===== config.mk =====
export PLATFORM = sky130hd
export DESIGN_NAME = qgl_top
export DESIGN_NICKNAME = d
export VERILOG_FILES = /design/src/include/qgl_pkg.sv /design/src/qgl_top.sv
export SDC_FILE = /design/constraint.sdc
export NUM_CORES = 1
export LEC_CHECK = 0
export BUFFER_PORTS_ARGS = -buffer_cell sky130_fd_sc_hd__buf_4
export CORE_MARGIN = 2
export CORE_UTILIZATION = 45
export CTS_CLUSTER_DIAMETER = 30
export DETAILED_ROUTE_END_ITERATION = 7
export GPL_TIMING_DRIVEN = 0
export PLACE_DENSITY = 0.74
export REMOVE_ABC_BUFFERS = 1
export SYNTH_ARGS = -nofsm -noshare
export SYNTH_HDL_FRONTEND = slang
export SYNTH_SLANG_ARGS = --single-unit

===== constraint.sdc =====
create_clock -name i_clk -period 1.85 [get_ports i_clk]
set_clock_uncertainty 0.1 [all_clocks]
set_input_delay 0.0925 -clock i_clk [delete_from_list [all_inputs] [get_ports i_clk]]
set_output_delay 0.0925 -clock i_clk [all_outputs]
set_load 0.01 [all_outputs]

===== src/include/qgl_pkg.sv =====
// Purpose: shared constants of the quad gate latch with lockout
// Assumes: 40 MHz system clock, 32-bit AXI4-Lite register bus
// Notes: offsets are byte addresses of aligned words
package qgl_pkg;
  localparam int QGL_ADDR_W = 4;
  localparam logic [3:0] QGL_OFF_CTRL = 4'h0;
  localparam logic [3:0] QGL_OFF_STAT = 4'h4;
  localparam logic [3:0] QGL_OFF_IRQ = 4'h8;
  localparam logic [3:0] QGL_OFF_MASK = 4'hc;
  localparam int QGL_CTRL_FORCE_BIT = 0;
  localparam int QGL_ST_LOCK_BIT = 4;
  localparam int QGL_ST_PG_BIT = 5;
  localparam int QGL_ST_PUMP_BIT = 6;
  localparam int QGL_EV_W = 3;
  localparam int QGL_EV_LOCK_BIT = 0;
  localparam int QGL_EV_REL_BIT = 1;
  localparam int QGL_EV_SKIP_BIT = 2;
  localparam logic QGL_CTRL_RST = 1'h0;
  localparam logic [2:0] QGL_MASK_RST = 3'h0;
  localparam logic [2:0] QGL_STAT_RST = 3'h0;
  localparam logic [1:0] QGL_RESP_OKAY = 2'h0;
  localparam logic [1:0] QGL_RESP_SLVERR = 2'h2;
  localparam int QGL_CLK_HZ = 40_000_000;
  localparam int QGL_PUMP_HZ = 70_000;
  localparam int QGL_DIV_W = 10;
  localparam logic [9:0] QGL_PUMP_DIV = 10'(QGL_CLK_HZ / QGL_PUMP_HZ);
  localparam logic [9:0] QGL_PUMP_HALF = 10'(QGL_CLK_HZ / QGL_PUMP_HZ / 2);
endpackage


===== src/qgl_top.sv =====
// Purpose: four-bit gate latch, undervoltage lockout, power good, pump pacing
// Assumes: comparator flags and pins are asynchronous to i_clk
// Notes: all pins pass a two-flop synchroniser; outputs are registered
//
// Implementation choices: the AXI4-Lite slave port and the register addresses.
`timescale 1ns/1ps
`default_nettype none
module qgl_top import qgl_pkg::*; #(
  parameter int ADDR_W = QGL_ADDR_W
) (
  input wire logic i_clk,
  input wire logic i_rstn,
  input wire logic [ADDR_W-1:0] i_s_axi_awaddr,
  input wire logic i_s_axi_awvalid,
  output logic o_s_axi_awready,
  input wire logic [31:0] i_s_axi_wdata,
  input wire logic [3:0] i_s_axi_wstrb,
  input wire logic i_s_axi_wvalid,
  output logic o_s_axi_wready,
  output logic [1:0] o_s_axi_bresp,
  output logic o_s_axi_bvalid,
  input wire logic i_s_axi_bready,
  input wire logic [ADDR_W-1:0] i_s_axi_araddr,
  input wire logic i_s_axi_arvalid,
  output logic o_s_axi_arready,
  output logic [31:0] o_s_axi_rdata,
  output logic [1:0] o_s_axi_rresp,
  output logic o_s_axi_rvalid,
  input wire logic i_s_axi_rready,
  input wire logic i_logic_level_a,
  input wire logic i_logic_level_b,
  input wire logic i_logic_level_c,
  input wire logic i_logic_level_d,
  input wire logic i_latch_gate_n,
  input wire logic i_supply_low,
  input wire logic i_rail_ready_threshold,
  input wire logic i_rail_above_reg,
  output logic o_gate_drive_a,
  output logic o_gate_drive_b,
  output logic o_gate_drive_c,
  output logic o_gate_drive_d,
  output logic o_power_good_flag,
  output logic o_pump_enable,
  output logic o_irq
);
  localparam int PUMP_CYC = int'(QGL_PUMP_DIV);

  ////////////////////////////////////////////////////////////////////////
  // pin synchronisers
  logic [3:0] lvl_m, lvl_s;
  logic gn_m, gn_s, low_m, low_s, rdy_m, rdy_s, abv_m, abv_s;

  always_ff @(posedge i_clk or negedge i_rstn) begin
    if (!i_rstn) begin
      lvl_m <= 4'h0;
      lvl_s <= 4'h0;
      gn_m <= 1'h1;
      gn_s <= 1'h1;
      low_m <= 1'h1;
      low_s <= 1'h1;
      rdy_m <= 1'h0;
      rdy_s <= 1'h0;
      abv_m <= 1'h0;
      abv_s <= 1'h0;
    end else begin
      lvl_m <= {i_logic_level_d, i_logic_level_c, i_logic_level_b, i_logic_level_a};
      lvl_s <= lvl_m;
      gn_m <= i_latch_gate_n;
      gn_s <= gn_m;
      low_m <= i_supply_low;
      low_s <= low_m;
      rdy_m <= i_rail_ready_threshold;
      rdy_s <= rdy_m;
      abv_m <= i_rail_above_reg;
      abv_s <= abv_m;
    end
  end

  ////////////////////////////////////////////////////////////////////////
  // latch, lockout and power good
  logic ctrl_force_reg;
  logic [3:0] latch_reg, latch_next;
  logic pg_reg, pg_next, lock_d_reg, lock_all;

  always_comb begin
    lock_all = low_s | ~rdy_s | ctrl_force_reg;
    latch_next = latch_reg;
    if (lock_all) begin
      latch_next = 4'h0;
    end else if (!gn_s) begin
      latch_next = lvl_s;
    end
    pg_next = rdy_s & ~low_s;
  end

  always_ff @(posedge i_clk or negedge i_rstn) begin
    if (!i_rstn) begin
      latch_reg <= 4'h0;
      pg_reg <= 1'h0;
      lock_d_reg <= 1'h1;
    end else begin
      latch_reg <= latch_next;
      pg_reg <= pg_next;
      lock_d_reg <= lock_all;
    end
  end

  ////////////////////////////////////////////////////////////////////////
  // pump pacing: fixed period, a period is skipped when above regulation
  logic [QGL_DIV_W-1:0] div_reg, div_next;
  logic pump_reg, pump_next, tick;

  always_comb begin
    tick = (div_reg == QGL_PUMP_DIV - 10'h1);
    div_next = tick ? '0 : div_reg + 10'h1;
    pump_next = pump_reg;
    if (tick) begin
      pump_next = ~abv_s;
    end else if (div_reg == QGL_PUMP_HALF - 10'h1) begin
      pump_next = 1'h0;
    end
  end

  always_ff @(posedge i_clk or negedge i_rstn) begin
    if (!i_rstn) begin
      div_reg <= '0;
      pump_reg <= 1'h0;
    end else begin
      div_reg <= div_next;
      pump_reg <= pump_next;
    end
  end

  ////////////////////////////////////////////////////////////////////////
  // register bus and interrupts
  logic aw_have_reg, aw_have_next, w_have_reg, w_have_next;
  logic [ADDR_W-1:0] aw_addr_reg, aw_addr_next;
  logic [31:0] w_data_reg, w_data_next;
  logic w_strb_reg, w_strb_next;
  logic awrdy_reg, awrdy_next, wrdy_reg, wrdy_next, ardy_reg, ardy_next;
  logic bvalid_reg, bvalid_next, rvalid_reg, rvalid_next;
  logic [1:0] bresp_reg, bresp_next, rresp_reg, rresp_next;
  logic [31:0] rdata_reg, rdata_next;
  logic ctrl_force_next, irq_reg, irq_next;
  logic [QGL_EV_W-1:0] mask_reg, mask_next, stat_reg, stat_next, evt, clr;
  logic [31:0] status_word;

  always_comb begin
    aw_have_next = aw_have_reg;
    aw_addr_next = aw_addr_reg;
    w_have_next = w_have_reg;
    w_data_next = w_data_reg;
    w_strb_next = w_strb_reg;
    bvalid_next = bvalid_reg;
    bresp_next = bresp_reg;
    rvalid_next = rvalid_reg;
    rresp_next = rresp_reg;
    rdata_next = rdata_reg;
    ctrl_force_next = ctrl_force_reg;
    mask_next = mask_reg;
    clr = '0;
    evt = '0;
    evt[QGL_EV_LOCK_BIT] = lock_all & ~lock_d_reg;
    evt[QGL_EV_REL_BIT] = ~lock_all & lock_d_reg;
    evt[QGL_EV_SKIP_BIT] = tick & abv_s;
    status_word = '0;
    status_word[3:0] = latch_reg;
    status_word[QGL_ST_LOCK_BIT] = lock_all;
    status_word[QGL_ST_PG_BIT] = pg_reg;
    status_word[QGL_ST_PUMP_BIT] = pump_reg;
    if (awrdy_reg && i_s_axi_awvalid) begin
      aw_have_next = 1'h1;
      aw_addr_next = i_s_axi_awaddr;
    end
    if (wrdy_reg && i_s_axi_wvalid) begin
      w_have_next = 1'h1;
      w_data_next = i_s_axi_wdata;
      w_strb_next = i_s_axi_wstrb[0];
    end
    if (bvalid_reg && i_s_axi_bready) begin
      bvalid_next = 1'h0;
    end
    if (aw_have_reg && w_have_reg && !bvalid_reg) begin
      aw_have_next = 1'h0;
      w_have_next = 1'h0;
      bvalid_next = 1'h1;
      bresp_next = QGL_RESP_OKAY;
      case (aw_addr_reg)
        QGL_OFF_CTRL: begin
          if (w_strb_reg) ctrl_force_next = w_data_reg[QGL_CTRL_FORCE_BIT];
        end
        QGL_OFF_STAT: begin
        end
        QGL_OFF_IRQ: begin
          if (w_strb_reg) clr = w_data_reg[QGL_EV_W-1:0];
        end
        QGL_OFF_MASK: begin
          if (w_strb_reg) mask_next = w_data_reg[QGL_EV_W-1:0];
        end
        default: begin
          bresp_next = QGL_RESP_SLVERR;
        end
      endcase
    end
    // set wins over a clear in the same cycle
    stat_next = (stat_reg & ~clr) | evt;
    if (rvalid_reg && i_s_axi_rready) begin
      rvalid_next = 1'h0;
    end
    if (ardy_reg && i_s_axi_arvalid) begin
      rvalid_next = 1'h1;
      rresp_next = QGL_RESP_OKAY;
      rdata_next = '0;
      case (i_s_axi_araddr)
        QGL_OFF_CTRL: rdata_next[QGL_CTRL_FORCE_BIT] = ctrl_force_reg;
        QGL_OFF_STAT: rdata_next = status_word;
        QGL_OFF_IRQ: rdata_next[QGL_EV_W-1:0] = stat_reg;
        QGL_OFF_MASK: rdata_next[QGL_EV_W-1:0] = mask_reg;
        default: rresp_next = QGL_RESP_SLVERR;
      endcase
    end
    awrdy_next = ~aw_have_next & ~bvalid_next;
    wrdy_next = ~w_have_next & ~bvalid_next;
    ardy_next = ~rvalid_next;
    irq_next = |(stat_next & mask_next);
  end

  always_ff @(posedge i_clk or negedge i_rstn) begin
    if (!i_rstn) begin
      aw_have_reg <= 1'h0;
      aw_addr_reg <= '0;
      w_have_reg <= 1'h0;
      w_data_reg <= '0;
      w_strb_reg <= 1'h0;
      awrdy_reg <= 1'h0;
      wrdy_reg <= 1'h0;
      ardy_reg <= 1'h0;
      bvalid_reg <= 1'h0;
      bresp_reg <= QGL_RESP_OKAY;
      rvalid_reg <= 1'h0;
      rresp_reg <= QGL_RESP_OKAY;
      rdata_reg <= '0;
      ctrl_force_reg <= QGL_CTRL_RST;
      mask_reg <= QGL_MASK_RST;
      stat_reg <= QGL_STAT_RST;
      irq_reg <= 1'h0;
    end else begin
      aw_have_reg <= aw_have_next;
      aw_addr_reg <= aw_addr_next;
      w_have_reg <= w_have_next;
      w_data_reg <= w_data_next;
      w_strb_reg <= w_strb_next;
      awrdy_reg <= awrdy_next;
      wrdy_reg <= wrdy_next;
      ardy_reg <= ardy_next;
      bvalid_reg <= bvalid_next;
      bresp_reg <= bresp_next;
      rvalid_reg <= rvalid_next;
      rresp_reg <= rresp_next;
      rdata_reg <= rdata_next;
      ctrl_force_reg <= ctrl_force_next;
      mask_reg <= mask_next;
      stat_reg <= stat_next;
      irq_reg <= irq_next;
    end
  end

  assign o_s_axi_awready = awrdy_reg;
  assign o_s_axi_wready = wrdy_reg;
  assign o_s_axi_bvalid = bvalid_reg;
  assign o_s_axi_bresp = bresp_reg;
  assign o_s_axi_arready = ardy_reg;
  assign o_s_axi_rvalid = rvalid_reg;
  assign o_s_axi_rresp = rresp_reg;
  assign o_s_axi_rdata = rdata_reg;
  assign o_gate_drive_a = latch_reg[0];
  assign o_gate_drive_b = latch_reg[1];
  assign o_gate_drive_c = latch_reg[2];
  assign o_gate_drive_d = latch_reg[3];
  assign o_power_good_flag = pg_reg;
  assign o_pump_enable = pump_reg;
  assign o_irq = irq_reg;
endmodule
`default_nettype wire


# ---- Yosys cells after proc, flatten, opt, wreduce, memory -nomap -nowiden
# Cells that the tools add are included.
dict set report op_classes {
  n_addsub 1
  n_eq_ne 9
  muxes 24
  bitwise 21
  reduce_logical 15
}
# cell n
set op_table {}
lappend op_table {{$mux 3} 6}
lappend op_table {{$eq 4x4->1 const B} 4}
lappend op_table {{$mux 4} 3}
lappend op_table {{$add 10x1->10 const B} 1}
lappend op_table {{$eq 10x10->1 const B} 1}
lappend op_table {{$eq 10x9->1 const B} 1}
lappend op_table {{$mux 1} 10}
lappend op_table {{$mux 10} 1}
lappend op_table {{$not 1->1} 9}
lappend op_table {{$eq 4x3->1 const B} 2}
lappend op_table {{$logic_not 4->1} 2}
lappend op_table {{$reduce_or 4->1} 2}
lappend op_table {{$logic_and 1x1->1} 7}
lappend op_table {{$and 1x1->1} 6}
lappend op_table {{$and 3x3->3} 2}
lappend op_table {{$pmux 2 s3} 1}
lappend op_table {{$mux 2} 2}
lappend op_table {{$pmux 1 s4} 1}
lappend op_table {{$not 3->3} 1}
lappend op_table {{$or 3x3->3} 1}
lappend op_table {{$reduce_and 3->1} 1}
lappend op_table {{$reduce_or 3->1} 1}
lappend op_table {{$ne 2x1->1 const B} 1}
lappend op_table {{$or 1x1->1} 2}
lappend op_table {{other kinds (2)} 2}
dict set report word_totals {
  reg_bits 92
  output_inout_bits 48
  elab_cells 102
}

# ---- Logic depth before layout (Yosys ltp)
dict set report depth {
  depth_word 8
  mapped_depth 6
}

# ---- Worst setup path before layout
# Ideal clock, no wire load.
dict set report synth_timing {
  kind {flip-flop to flip-flop}
  startpoint {register div_reg[0]}
  endpoint {register irq_reg (netlist: o_irq)}
  setup_ns 0.086
  arrival_time_ns 1.464
  required_ns 1.664
  path_slack_ns 0.200
  path_stages_with_launch 7
  n_path_buf 0
  period_less_slack_ns 1.650
  cell_sequence {dfrtp_1 inv_1 ha_1 nand4bb_4 nor4b_4 a22oi_2 o221ai_2}
}
dict set report synth_via {
  elab_chain_len 5
}
# item line
set synth_lines {}
lappend synth_lines {{from (decl)} qgl_top.sv:110} ;# logic [QGL_DIV_W-1:0] div_reg, div_next;
lappend synth_lines {{from (signal assigned)} qgl_top.sv:129} ;# div_reg <= div_next;
lappend synth_lines {{$eq 10x10->1} qgl_top.sv:114} ;# tick = (div_reg == QGL_PUMP_DIV - 10'h1);
lappend synth_lines {{$and 1x1->1} qgl_top.sv:165} ;# evt[QGL_EV_SKIP_BIT] = tick & abv_s;
lappend synth_lines {{$or 3x3->3} qgl_top.sv:206} ;# stat_next = (stat_reg & ~clr) | evt;
lappend synth_lines {{$and 3x3->3} qgl_top.sv:225} ;# irq_next = |(stat_next & mask_next);
lappend synth_lines {{$reduce_or 3->1} qgl_top.sv:225}
lappend synth_lines {{net irq_next} qgl_top.sv:144} ;# logic ctrl_force_next, irq_reg, irq_next;
lappend synth_lines {{to (signal assigned)} qgl_top.sv:264} ;# irq_reg <= irq_next;
lappend synth_lines {{to (decl)} qgl_top.sv:144}
# The timed path passes the listed nets, and every way through them passes these cells.
# A chain may end at the register's enable or synchronous reset.

# ---- Worst setup path in the final report
dict set report layout_timing {
  startpoint {input i_s_axi_arvalid}
  endpoint {register rresp_reg[1] (netlist: o_s_axi_rresp[1])}
}
dict set report layout_via {
  elab_chain_len 1
}
# item line
set layout_lines {}
lappend layout_lines {{from (decl)} qgl_top.sv:24} ;# input wire logic i_s_axi_arvalid,
lappend layout_lines {{$logic_and 1x1->1} qgl_top.sv:210} ;# if (ardy_reg && i_s_axi_arvalid) begin
lappend layout_lines {{to (signal assigned)} qgl_top.sv:259} ;# rresp_reg <= rresp_next;
lappend layout_lines {{to (decl)} qgl_top.sv:142} ;# logic [1:0] bresp_reg, bresp_next, rresp_reg, rresp_next;
# Every way passes these cells.

==> metrics.txt <==
# TYPE chip_impl_metric gauge
chip_impl_info{name="status",value="finished clean"} 1
chip_impl_metric{name="io_pins",unit=""} 107
chip_impl_metric{name="rows",unit=""} 28
chip_impl_metric{name="timing.hold.worst_path_depth",unit=""} 3
chip_impl_metric{name="layout-area-overhead-vs-synth",unit="%"} 29.0
chip_impl_info{name="ys.flop_type",value="sky130_fd_sc_hd__dfrtp_1"} 1
chip_impl_metric{name="final_period_minus_worst_setup_slack",unit="ns"} 1.74
chip_impl_metric{name="synth_enable_flop_cells",unit=""} 0
chip_impl_metric{name="ant_nets",unit=""} 0
chip_impl_metric{name="mean_post_synth_cell_area",unit="um^2"} 12.5
chip_impl_metric{name="finalWirelength",unit="um"} 4990
chip_impl_info{name="tritoncts_clock_tree",value="yes"} 1
chip_impl_metric{name="clock_insertion_delay_worst_skew",unit="ns"} 0.32
chip_impl_metric{name="fp.dieArea",unit="um^2"} 6860
chip_impl_metric{name="detailedPlace.worstSlack",unit="ns"} -0.00526
chip_impl_info{name="cts.root.buffer_cell",value="sky130_fd_sc_hd__clkbuf_8"} 1
chip_impl_metric{name="max_slew_margin",unit=""} 0.484
chip_impl_metric{name="timing_worst_slew_pin_value",unit="ns"} 0.774
chip_impl_metric{name="vias",unit=""} 1836
chip_impl_metric{name="seq_area",unit="um^2"} 1630
chip_impl_metric{name="cts.path.max_buffers",unit=""} 2
chip_impl_info{name="origin_of_the_critical_flop_to_flop_path",value="o_s_axi_arready$_DFF_PN0_"} 1
chip_impl_metric{name="finalPower",unit="mW"} 3.73
chip_impl_metric{name="drcViolationCount",unit=""} 0
chip_impl_info{name="layout.cells.most_common_list",value="sky130_fd_sc_hd__dfrtp_1, sky130_fd_sc_hd__buf_4, sky130_fd_sc_hd__conb_1"} 1
chip_impl_info{name="worstHoldStart",value="i_s_axi_araddr[2]"} 1
chip_impl_metric{name="layout-drive-gt1-share",unit=""} 0.316
chip_impl_metric{name="num_antenna_cells",unit=""} 0
chip_impl_metric{name="report.final.setup_viol",unit=""} 0
chip_impl_metric{name="post_synth_instance_area",unit="um^2"} 2800
chip_impl_info{name="worstHoldPathType",value="in -> reg"} 1
chip_impl_metric{name="finalHoldViolCount",unit=""} 0
chip_impl_info{name="holdPathEnd",value="o_s_axi_rdata[2]$_DFFE_PN0P_"} 1
chip_impl_metric{name="power_leakage",unit="nW"} 1.73
chip_impl_metric{name="wl_per_cell",unit="um"} 12.8
chip_impl_metric{name="multi_input_area",unit="um^2"} 1010
chip_impl_metric{name="maxCapViolations",unit=""} 0
chip_impl_metric{name="dpl_cell_area",unit="um^2"} 3120
chip_impl_info{name="rr_endpoint",value="o_s_axi_rresp[1]$_DFFE_PN0P_"} 1
chip_impl_metric{name="track_usage",unit=""} 0.156
chip_impl_info{name="timing_worst_setup_path_type",value="in -> reg"} 1
chip_impl_metric{name="numCtsBuffers",unit=""} 9
chip_impl_metric{name="layout.filler_cells",unit=""} 497
chip_impl_metric{name="setup_tns",unit="ns"} 0
chip_impl_metric{name="synthArstFlopShare",unit=""} 1.00
chip_impl_metric{name="maxSlewViolCount",unit=""} 0
chip_impl_metric{name="required",unit="ns"} 1.96
chip_impl_metric{name="post-dp-hpwl",unit="um"} 3440
chip_impl_metric{name="detailedRoute.firstPassIterationCount",unit=""} 4
chip_impl_info{name="nature_of_the_critical_path_endpoint",value="register"} 1
chip_impl_metric{name="timing.reg2reg.worst_path_depth",unit=""} 4
chip_impl_metric{name="fin_worst_hold_slack",unit="ns"} 0.0230
chip_impl_metric{name="fp.dieH",unit="um"} 82.8
chip_impl_metric{name="numPortBuffers",unit=""} 47
chip_impl_metric{name="ys_ff_latch",unit=""} 65
chip_impl_metric{name="ys.warnings.count",unit=""} 0
chip_impl_metric{name="finish.cell_count_without_fillers",unit=""} 388
chip_impl_metric{name="grt_first_pass_wirelength",unit="um"} 8540
chip_impl_metric{name="synth_seq_area_share",unit=""} 0.584
chip_impl_metric{name="floorplan.core_area",unit="um^2"} 5960
chip_impl_info{name="layout_commonest_cell",value="sky130_fd_sc_hd__dfrtp_1"} 1
chip_impl_metric{name="grt_pass1_vias",unit=""} 1860
chip_impl_metric{name="largest_register_ff_count",unit=""} 10
chip_impl_metric{name="setup_ws",unit="ns"} 0.106
chip_impl_metric{name="finish.net_count",unit=""} 370
chip_impl_metric{name="worst-endpoint-arrival",unit="ns"} 1.85
chip_impl_metric{name="synth.distinct_cells",unit=""} 46
chip_impl_metric{name="start_util",unit=""} 0.469
chip_impl_metric{name="grt_max_degree",unit=""} 66
chip_impl_metric{name="dp.cells",unit=""} 342
chip_impl_metric{name="globalRoute.totalOverflow",unit=""} 0
chip_impl_metric{name="clock_sink_count",unit=""} 65
chip_impl_metric{name="critical_path.max_fanout",unit=""} 10
chip_impl_metric{name="netlist_instances",unit=""} 224
chip_impl_metric{name="r2r_slack",unit="ns"} 0.14
chip_impl_metric{name="vdd_ir_drop_max",unit="uV"} 744
chip_impl_metric{name="clock_pin_slew_on_the_worst_setup_and_hold_paths",unit="ns"} 0.06
chip_impl_metric{name="final_min_period_over_clock_period",unit=""} 0.943
chip_impl_metric{name="timing.fmax",unit="MHz"} 573
chip_impl_metric{name="detailedRoute.firstIterationViolations",unit=""} 73
chip_impl_info{name="critPathLaunchType",value="input port"} 1
chip_impl_metric{name="design_area",unit="um^2"} 3610
chip_impl_metric{name="htreeDepth",unit=""} 3
chip_impl_metric{name="power.density",unit="nW/um^2"} 1040
chip_impl_info{name="setup_repair_after_global_routing_missed_its_margin",value="no"} 1
chip_impl_metric{name="place.gp.congestion",unit=""} 0.834
chip_impl_metric{name="chipWidth",unit="um"} 82.8
chip_impl_metric{name="routed_via_density",unit=""} 4.73
chip_impl_metric{name="final_core_utilization",unit=""} 0.605
chip_impl_metric{name="initial_antenna_violation_count",unit=""} 0
## cell type report
class                   instances  area share
well taps                      75      0.0260
repair buffers                 77       0.178
clock inverters                 4      0.0125
flip-flops and latches         65       0.453
inverters                      11      0.0115
clock buffers                  12      0.0375
multi-input cells             144       0.281
## how the worst max path moves through the flow
stage                               start                      endpoint  slack, ns  cells past startpoint
6_report                  i_s_axi_arvalid  o_s_axi_rresp[1]$_DFFE_PN0P_       0.11                      6
5_1_grt              div_reg[0]$_DFF_PN0_               o_irq$_DFF_PN0_       0.02                      7
4_1_cts        aw_addr_reg[1]$_DFFE_PN0P_               o_irq$_DFF_PN0_       0.03                      4
3_5_place_dp         div_reg[0]$_DFF_PN0_               o_irq$_DFF_PN0_     -0.005                      6
3_3_place_gp         div_reg[0]$_DFF_PN0_               o_irq$_DFF_PN0_      0.003                      6
2_1_floorplan        div_reg[0]$_DFF_PN0_               o_irq$_DFF_PN0_       0.20                      6
## layer usage
metal | part of all wire | global-route usage | vias to the layer above | wire [um]
met5 | 0 | 0 | - | 0
met4 | 0.0046 | 0.0402 | 0 | 23
met3 | 0.058 | 0.0567 | 3 | 291
met2 | 0.52 | 0.269 | 65 | 2580
met1 | 0.42 | 0.186 | 884 | 2090
li1 | - | - | 884 | -
## cell families after synthesis
| kind of cell | after synthesis | synth area share |
|---|---|---|
| other cells | 1 | 0.00134 |
| fa+ha+maj | 3 | 0.0134 |
| simple gates | 62 | 0.141 |
| xor+xnor | 7 | 0.0219 |
| compound gates | 26 | 0.0671 |
| buf+inv | 41 | 0.0940 |
| mux | 19 | 0.0774 |
| flops | 65 | 0.584 |
## critical path, cell delays in order
cell and delay, ns:
sky130_fd_sc_hd__dlygate4sd3_1 0.53, sky130_fd_sc_hd__buf_4 0.11, sky130_fd_sc_hd__nand2_1 0.20, sky130_fd_sc_hd__nor3_1 0.27
sky130_fd_sc_hd__dlygate4sd3_1 0.59, sky130_fd_sc_hd__nor2_1 0.05
## power breakdown
part | switching [mW] | internal (mW) | total [mW]
Clock | 0.478 | 0.617 | 1.09
Sequential | 0.207 | 1.67 | 1.88
Combinational | 0.337 | 0.425 | 0.762
## synthesized netlist by cell type (2+ instances only)
library cell / instances / share of area
sky130_fd_sc_hd__nor2b_1: 6 / 0.013
sky130_fd_sc_hd__dfrtp_1: 60 / 0.54
sky130_fd_sc_hd__xor2_1: 2 / 0.0063
sky130_fd_sc_hd__nand2_1: 9 / 0.012
sky130_fd_sc_hd__inv_1: 11 / 0.015
sky130_fd_sc_hd__nor3_1: 2 / 0.0036
sky130_fd_sc_hd__ha_1: 3 / 0.013
sky130_fd_sc_hd__nor2_1: 17 / 0.023
sky130_fd_sc_hd__a22oi_1: 2 / 0.0054
sky130_fd_sc_hd__xnor2_1: 5 / 0.016
sky130_fd_sc_hd__o21ai_0: 5 / 0.0090
sky130_fd_sc_hd__mux2_2: 11 / 0.044
sky130_fd_sc_hd__dfstp_2: 5 / 0.047
sky130_fd_sc_hd__a21oi_1: 6 / 0.011
sky130_fd_sc_hd__clkbuf_1: 2 / 0.0027
sky130_fd_sc_hd__and4b_1: 2 / 0.0072
sky130_fd_sc_hd__mux2i_1: 7 / 0.025
sky130_fd_sc_hd__buf_4: 27 / 0.073
sky130_fd_sc_hd__nand4_1: 2 / 0.0045
sky130_fd_sc_hd__nand3_1: 5 / 0.0090
sky130_fd_sc_hd__or2_2: 6 / 0.013
sky130_fd_sc_hd__a22o_1: 5 / 0.016
## repair_timing
action	CTS	global route
endpoints found under the hold margin	84	0
resized for setup	0	4
pin swaps	1	1
setup endpoints to repair	1	2
hold buffers	26	0
setup buffers	2	2
Power figures use the tool's default switching activity.
